`src/brg_pkg.sv`:
```
package brg_pkg;

    // register byte addresses on the bus
    localparam logic [7:0] RATE_CONTROL_ADDR   = 8'h00;
    localparam logic [7:0] RECV_CTRL_STAT_ADDR = 8'h04;
    localparam logic [7:0] DIVISOR_LOW_ADDR    = 8'h08;
    localparam logic [7:0] DIVISOR_HIGH_ADDR   = 8'h0c;
    localparam logic [7:0] XMIT_CTRL_STAT_ADDR = 8'h10;
    localparam logic [7:0] RATE_STATUS_ADDR    = 8'h14;

    // field positions
    localparam int RECV_IDLE_BIT   = 6;
    localparam int WIDE_SEL_BIT    = 3;
    localparam int CLK_SRC_BIT     = 7;
    localparam int MODE_SYNC_BIT   = 4;
    localparam int HIGH_SPEED_BIT  = 2;

    // writable masks: other bits belong to blocks outside this one
    localparam logic [7:0] RATE_CONTROL_WMASK = 8'h1b;
    localparam logic [7:0] RECV_CTRL_WMASK    = 8'hf8;
    localparam logic [7:0] XMIT_CTRL_WMASK    = 8'hfd;

    // reset values
    localparam logic [7:0] RATE_CONTROL_RST   = 8'h00;
    localparam logic [7:0] RECV_CTRL_RST      = 8'h00;
    localparam logic [7:0] XMIT_CTRL_RST      = 8'h00;
    localparam logic [7:0] DIVISOR_RST        = 8'h00;
    localparam logic [7:0] XMIT_EMPTY_RST     = 8'h02;

    // prescale terminal counts per mode; each divides by one more
    localparam logic [5:0] PRESCALE_SLOW      = 6'h3f;
    localparam logic [5:0] PRESCALE_MID       = 6'h0f;
    localparam logic [5:0] PRESCALE_FAST      = 6'h03;

    // axi responses
    localparam logic [1:0] RESP_OKAY          = 2'h0;
    localparam logic [1:0] RESP_SLVERR        = 2'h2;

endpackage : brg_pkg

```
`src/brg_rate_timer.sv`:
```
// The address map and the AXI4-Lite interface to the registers were chosen for this implementation.
`timescale 1ns/10ps

module brg_rate_timer (
    input  wire logic        aclk,
    input  wire logic        aresetn,
    input  wire logic [7:0]  s_axi_awaddr,
    input  wire logic        s_axi_awvalid,
    output logic             s_axi_awready,
    input  wire logic [31:0] s_axi_wdata,
    input  wire logic [3:0]  s_axi_wstrb,
    input  wire logic        s_axi_wvalid,
    output logic             s_axi_wready,
    output logic [1:0]       s_axi_bresp,
    output logic             s_axi_bvalid,
    input  wire logic        s_axi_bready,
    input  wire logic [7:0]  s_axi_araddr,
    input  wire logic        s_axi_arvalid,
    output logic             s_axi_arready,
    output logic [31:0]      s_axi_rdata,
    output logic [1:0]       s_axi_rresp,
    output logic             s_axi_rvalid,
    input  wire logic        s_axi_rready,
    input  wire logic        receiver_idle_flag,
    output logic             bit_tick,
    output logic             serial_clock_tick,
    output logic             sync_mode,
    output logic             wide_counter_select,
    output logic             high_speed_select
);

    typedef struct packed {
        logic [7:0]  aw_addr;
        logic        aw_full;
        logic [31:0] w_data;
        logic        w_strb0;
        logic        w_full;
        logic        b_valid;
        logic [1:0]  b_resp;
        logic        r_valid;
        logic [1:0]  r_resp;
        logic [31:0] r_data;
        logic [7:0]  rate_control;
        logic [7:0]  recv_ctrl;
        logic [7:0]  xmit_ctrl;
        logic [7:0]  divisor_low;
        logic [7:0]  divisor_high;
        logic [5:0]  prescale;
        logic [15:0] count;
        logic        tick;
        logic        sclk_tick;
        logic        idle_meta;
        logic        idle_sync;
    } brg_state_t;

    brg_state_t state_reg;
    brg_state_t state_next;

    // true when the address names a mapped register
    function automatic logic brg_mapped(input logic [7:0] a);
        brg_mapped = (a == brg_pkg::RATE_CONTROL_ADDR) || (a == brg_pkg::RECV_CTRL_STAT_ADDR)
            || (a == brg_pkg::DIVISOR_LOW_ADDR) || (a == brg_pkg::DIVISOR_HIGH_ADDR)
            || (a == brg_pkg::XMIT_CTRL_STAT_ADDR) || (a == brg_pkg::RATE_STATUS_ADDR);
    endfunction : brg_mapped

    logic        wide_sel;
    logic        speed_sel;
    logic        mode_sync;
    logic [5:0]  prescale_top;
    logic [15:0] divisor_n;
    logic        do_write;
    logic        divisor_write;
    logic [7:0]  wbyte;
    logic [7:0]  rd_byte;

    // mode decode and period selection
    always_comb
    begin
        wide_sel  = state_reg.rate_control[brg_pkg::WIDE_SEL_BIT];
        speed_sel = state_reg.xmit_ctrl[brg_pkg::HIGH_SPEED_BIT];
        mode_sync = state_reg.xmit_ctrl[brg_pkg::MODE_SYNC_BIT];
        // 8-bit width counts the low byte only
        divisor_n = wide_sel ? {state_reg.divisor_high, state_reg.divisor_low}
                             : {8'h00, state_reg.divisor_low};
        if (mode_sync)
        begin
            prescale_top = brg_pkg::PRESCALE_FAST;
        end
        else if (!wide_sel && !speed_sel)
        begin
            prescale_top = brg_pkg::PRESCALE_SLOW;
        end
        else if (wide_sel && speed_sel)
        begin
            prescale_top = brg_pkg::PRESCALE_FAST;
        end
        else
        begin
            prescale_top = brg_pkg::PRESCALE_MID;
        end
    end

    // register read mux
    always_comb
    begin
        unique case (s_axi_araddr)
            brg_pkg::RATE_CONTROL_ADDR:
                rd_byte = state_reg.rate_control
                    | ({7'h00, state_reg.idle_sync} << brg_pkg::RECV_IDLE_BIT);
            brg_pkg::RECV_CTRL_STAT_ADDR: rd_byte = state_reg.recv_ctrl;
            brg_pkg::DIVISOR_LOW_ADDR:    rd_byte = state_reg.divisor_low;
            brg_pkg::DIVISOR_HIGH_ADDR:   rd_byte = state_reg.divisor_high;
            brg_pkg::XMIT_CTRL_STAT_ADDR: rd_byte = state_reg.xmit_ctrl | brg_pkg::XMIT_EMPTY_RST;
            brg_pkg::RATE_STATUS_ADDR:    rd_byte = state_reg.count[7:0];
            default:                      rd_byte = 8'h00;
        endcase
    end

    // bus, registers and the timer itself
    always_comb
    begin
        state_next           = state_reg;
        state_next.tick      = 1'b0;
        state_next.sclk_tick = 1'b0;
        state_next.idle_meta = receiver_idle_flag;
        state_next.idle_sync = state_reg.idle_meta;
        do_write      = state_reg.aw_full && state_reg.w_full && !state_reg.b_valid;
        wbyte         = state_reg.w_data[7:0];
        divisor_write = 1'b0;

        if (s_axi_awvalid && s_axi_awready)
        begin
            state_next.aw_addr = s_axi_awaddr;
            state_next.aw_full = 1'b1;
        end
        if (s_axi_wvalid && s_axi_wready)
        begin
            state_next.w_data  = s_axi_wdata;
            state_next.w_strb0 = s_axi_wstrb[0];
            state_next.w_full  = 1'b1;
        end

        // commit once both halves are held
        if (do_write)
        begin
            state_next.aw_full = 1'b0;
            state_next.w_full  = 1'b0;
            state_next.b_valid = 1'b1;
            state_next.b_resp  = brg_mapped(state_reg.aw_addr) ? brg_pkg::RESP_OKAY
                                                              : brg_pkg::RESP_SLVERR;
            if (state_reg.w_strb0)
            begin
                unique case (state_reg.aw_addr)
                    brg_pkg::RATE_CONTROL_ADDR:
                        state_next.rate_control = wbyte & brg_pkg::RATE_CONTROL_WMASK;
                    brg_pkg::RECV_CTRL_STAT_ADDR:
                        state_next.recv_ctrl = wbyte & brg_pkg::RECV_CTRL_WMASK;
                    brg_pkg::XMIT_CTRL_STAT_ADDR:
                        state_next.xmit_ctrl = wbyte & brg_pkg::XMIT_CTRL_WMASK;
                    brg_pkg::DIVISOR_LOW_ADDR:
                    begin
                        state_next.divisor_low = wbyte;
                        divisor_write = 1'b1;
                    end
                    brg_pkg::DIVISOR_HIGH_ADDR:
                    begin
                        state_next.divisor_high = wbyte;
                        divisor_write = 1'b1;
                    end
                    default:
                    begin
                    end
                endcase
            end
        end
        if (state_reg.b_valid && s_axi_bready)
        begin
            state_next.b_valid = 1'b0;
        end

        // reads answer one cycle after the address is taken
        if (s_axi_arvalid && s_axi_arready)
        begin
            state_next.r_valid = 1'b1;
            state_next.r_data  = {24'h000000, rd_byte};
            state_next.r_resp  = brg_mapped(s_axi_araddr) ? brg_pkg::RESP_OKAY
                                                          : brg_pkg::RESP_SLVERR;
        end
        else if (state_reg.r_valid && s_axi_rready)
        begin
            state_next.r_valid = 1'b0;
        end

        // prescaler then divisor counter; a tick every (top+1)*(n+1) cycles
        if (divisor_write)
        begin
            state_next.prescale = 6'h00;
            state_next.count    = 16'h0000;
        end
        else if (state_reg.prescale >= prescale_top)
        begin
            state_next.prescale = 6'h00;
            if (state_reg.count >= divisor_n)
            begin
                state_next.count     = 16'h0000;
                state_next.tick      = 1'b1;
                state_next.sclk_tick = mode_sync
                    && state_reg.xmit_ctrl[brg_pkg::CLK_SRC_BIT];
            end
            else
            begin
                state_next.count = state_reg.count + 16'h0001;
            end
        end
        else
        begin
            state_next.prescale = state_reg.prescale + 6'h01;
        end
    end

    // single state register; idle flag resets high as the receiver does
    always_ff @(posedge aclk)
    begin
        if (!aresetn)
        begin
            state_reg              <= '0;
            state_reg.rate_control <= brg_pkg::RATE_CONTROL_RST;
            state_reg.recv_ctrl    <= brg_pkg::RECV_CTRL_RST;
            state_reg.xmit_ctrl    <= brg_pkg::XMIT_CTRL_RST;
            state_reg.divisor_low  <= brg_pkg::DIVISOR_RST;
            state_reg.divisor_high <= brg_pkg::DIVISOR_RST;
            state_reg.idle_meta    <= 1'b1;
            state_reg.idle_sync    <= 1'b1;
        end
        else
        begin
            state_reg <= state_next;
        end
    end

    // handshakes: one write and one read outstanding at a time
    assign s_axi_awready       = !state_reg.aw_full && !state_reg.b_valid;
    assign s_axi_wready        = !state_reg.w_full && !state_reg.b_valid;
    assign s_axi_arready       = !state_reg.r_valid;
    assign s_axi_bvalid        = state_reg.b_valid;
    assign s_axi_bresp         = state_reg.b_resp;
    assign s_axi_rvalid        = state_reg.r_valid;
    assign s_axi_rdata         = state_reg.r_data;
    assign s_axi_rresp         = state_reg.r_resp;
    assign bit_tick            = state_reg.tick;
    assign serial_clock_tick   = state_reg.sclk_tick;
    assign sync_mode           = state_reg.xmit_ctrl[brg_pkg::MODE_SYNC_BIT];
    assign wide_counter_select = state_reg.rate_control[brg_pkg::WIDE_SEL_BIT];
    assign high_speed_select   = state_reg.xmit_ctrl[brg_pkg::HIGH_SPEED_BIT];

endmodule : brg_rate_timer

```
`config.mk`:
```
export PLATFORM = sky130hd
export DESIGN_NAME = brg_rate_timer
export DESIGN_NICKNAME = d
export VERILOG_FILES = /design/src/brg_pkg.sv /design/src/brg_rate_timer.sv
export SDC_FILE = /design/constraint.sdc
export NUM_CORES = 1
export LEC_CHECK = 0
export BUFFER_PORTS_ARGS = -buffer_cell sky130_fd_sc_hd__buf_2
export CAP_MARGIN = 30
export CORE_MARGIN = 2
export CORE_UTILIZATION = 51
export CTS_CLUSTER_DIAMETER = 50
export DETAILED_ROUTE_END_ITERATION = 6
export PLACE_DENSITY_LB_ADDON = 0.15
export SYNTH_ARGS = -nofsm -noshare
export SYNTH_HDL_FRONTEND = slang
export SYNTH_SLANG_ARGS = --single-unit
```
`constraint.sdc`:
```
create_clock -name aclk -period 6.65 [get_ports aclk]
set_input_delay 0 -clock aclk [delete_from_list [all_inputs] [get_ports aclk]]
set_output_delay 0 -clock aclk [all_outputs]
set_load 0.02 [all_outputs]
```
==> flow_summary.ini <==
[outcome]
outcome = finished, final reports clean

[cells_and_area]
antenna_cells = 0
largest_register_ffs = 71
fin_cells = 694
postLayoutCoreUtil = 0.5887
area_growth_syn_to_layout_pct = 13.52
drive_gt1_frac = 0.1433
nets = 663

[clocking]
clk_pin_slew_worst_paths_ns = 0.09
cts_root_buf = clkbuf_8
cts_tree = yes
cts.sinks = 89
cts-buffers-inserted = 9
cts_resized = 0
max-clock-path-buffers = 2
clkLatencyLatePin_ns = 0.36
htree_num_levels = 3

[global_routing]
grt_pass1_wl_um = 17680
grt_max_degree = 56
grt_overflow_total = 0
grt_pass1_vias = 3581
antenna_found_initial = 0
track_usage = 0.2289

[floorplanning]
die-area_sq_um = 9546
pin_count = 106
die_w_um = 97.71
die_y_um = 97.71
core-area_sq_um = 8636
rows = 34
initial_core_util = 0.5185

[synth]
ys_warn_count = 0
ys.flop_type = dfxtp_1
seq_area_frac_synth = 0.3979
synth.distinct_cells = 51
synth.most_common_cell = nand2_1
synth_seq_cells = 89
synth_edf_count = 0
synth_top_area_frac = 0.3979
synth.area.top_cells = dfxtp_1, nand2_1, ha_1
synth_top_cell_by_area = dfxtp_1
syn-instance-count = 524
syn_area_sq_um = 4478
netlist_top_cells_count = nand2_1, dfxtp_1, a21oi_1
syn_avg_cell_area_sq_um = 8.546
ys_async_sr_fraction = 0

[drt]
wire_per_inst_um = 15.23
met1Wirelength_um = 4821
route.top_layer_used = met4
vias = 3805
wl_um = 10570
drtAntennaViolNets = 0
via_per_inst = 5.483
dr.pass1.iters = 5
met3_length_um = 556
drc = 0
drtIter0Drc = 250
route.met2.wl_um = 5070

[sta]
setup_viol = 0
drv_slew = 0
tns_ns = 0
tightest_slew_ns = 0.9514
fin_skew_ns = 0.01173
final_hold_viol_count = 0
rsz0062_at_grt = false
relSlewSlack = 0.3657
fmax_mhz = 306.4
finalCritPeriodShare = 0.4908
period_needed_ns = 3.264

[worst_hold_path]
hold_path_class = input port to flip-flop
worstHoldEndpoint = s_axi_rdata[7]
holdCritStartpoint = s_axi_araddr[5]
worstHoldPathCells = 4

[setup_path]
r2r_start = wide_counter_select
timing.rr.end = state_reg[8]
crit_chain = or3_1 > ha_1 > a21o_1 > a21oi_1 > and2_0 > a31oi_1 > buf_4 > a2111oi_0
crit_buf_inv = 1
end_kind = flip-flop
startpoint_type = flip-flop
worst_ep_arrival_time_ns = 3.48
critical_path_class = flip-flop to flip-flop
crit_family = compound AO/OA/AOI/OAI gates
reg2regPathDepth = 8
required_ns = 6.87
cp_slowest_cell = a21oi_1
reg2reg_slack_ns = 3.39
critPathMaxStageDelay_ns = 0.75
critical_path.max_fanout = 18

[pwr]
leakage_uw = 0.001989
peakVddDrop_uv = 119.4
power.density_nw_per_um2 = 212.0
finalPower_uw = 1078

[placement]
place_congestion = 0.8588
port_buffers = 52
dp_hpwl_um = 7175
dp.cells = 656

[job]
maxCapViolCount = 0
## worst max path at each step
stage / startpoint / end / slack (ns) / cells past startpoint
floorplan: wide_counter_select / state_reg[11] / 4.07 / 9
global placement: wide_counter_select / state_reg[8] / 3.65 / 8
detailed placement: wide_counter_select / state_reg[10] / 3.58 / 8
CTS: wide_counter_select / state_reg[8] / 3.38 / 8
global route: wide_counter_select / state_reg[8] / 3.21 / 8
finish: wide_counter_select / state_reg[8] / 3.39 / 8
## cell type report
class                      instances  area [sq um]
clock buffer                      11         141.4
clock inverter                     5         85.08
fill                             770          3552
inverter                          14         52.55
multi-input combinational        389          2380
sequential                        89          1782
tap                              108         135.1
timing repair buffer              78         508.0
## power breakdown
part / switching, uW / internal [uW] / total [uW]
registers: 15.2 / 546 / 561
logic: 57.8 / 35.1 / 92.8
clock network: 199 / 225 / 424
total: 272 / 806 / 1080
## worst min-delay path, delay by kind of cell
family | cells | cell delay [ns]
buffers and inverters | 1 | 0.13
AND/OR/NAND/NOR | 2 | 0.20
AO/OA/AOI/OAI | 1 | 0.05
## cell families after synthesis
| kind of cell | Yosys count | synth area share |
|---|---|---|
| other | 1 | 0.0008374 |
| flip-flops | 89 | 0.3979 |
| adder cells (fa/ha/maj) | 22 | 0.06147 |
| XOR/XNOR | 14 | 0.02738 |
| AO/OA/AOI/OAI | 100 | 0.1327 |
| AND/OR/NAND/NOR | 199 | 0.2163 |
| multiplexers | 28 | 0.07181 |
| buffers and inverters | 71 | 0.09164 |
## metal layers
metal	up-vias	track usage
met5	-	0
met2	129	0.3751
met3	10	0.04029
met4	0	0.06410
li1	1884	-
met1	1782	0.3127
## layout by cell type (no fill, tap or decap), drive strengths merged, types with 4 or more instances in the layout
master / netlist / layout
nand2: 95 / 95
dfxtp: 89 / 89
buf: 40 / 56
a21oi: 51 / 51
nor2: 36 / 36
conb: 1 / 26
mux2i: 22 / 22
ha: 22 / 22
dlygate4sd3: 0 / 22
o21ai: 16 / 16
inv: 14 / 16
nor3: 14 / 14
xnor2: 12 / 12
clkbuf: 17 / 11
nand3: 10 / 10
and2: 8 / 8
nand2b: 7 / 7
a211oi: 7 / 7
nor4: 7 / 7
a31oi: 6 / 6
and4: 6 / 6
a22oi: 4 / 4
## stage by stage
| step | setup WS [ns] | instance area [sq um] | hold WS (ns) |
|---|---|---|---|
| floorplan | 4.074 | 4572 | 0.1015 |
| global placement | 3.648 | 4624 | 0.1861 |
| detailed placement | 3.575 | 4637 | 0.1868 |
| CTS | 3.376 | 5084 | 0.05495 |
| global route | 3.209 | 5084 | 0.1087 |
| finish | 3.386 | 5084 | 0.06862 |
## what timing repair did
item	4_1_cts	5_1_grt
endpoints found under the hold margin	21	0
hold buffers	22	0
buffers inserted	0	0
No activity file was read; power rests on OpenSTA's default activity.
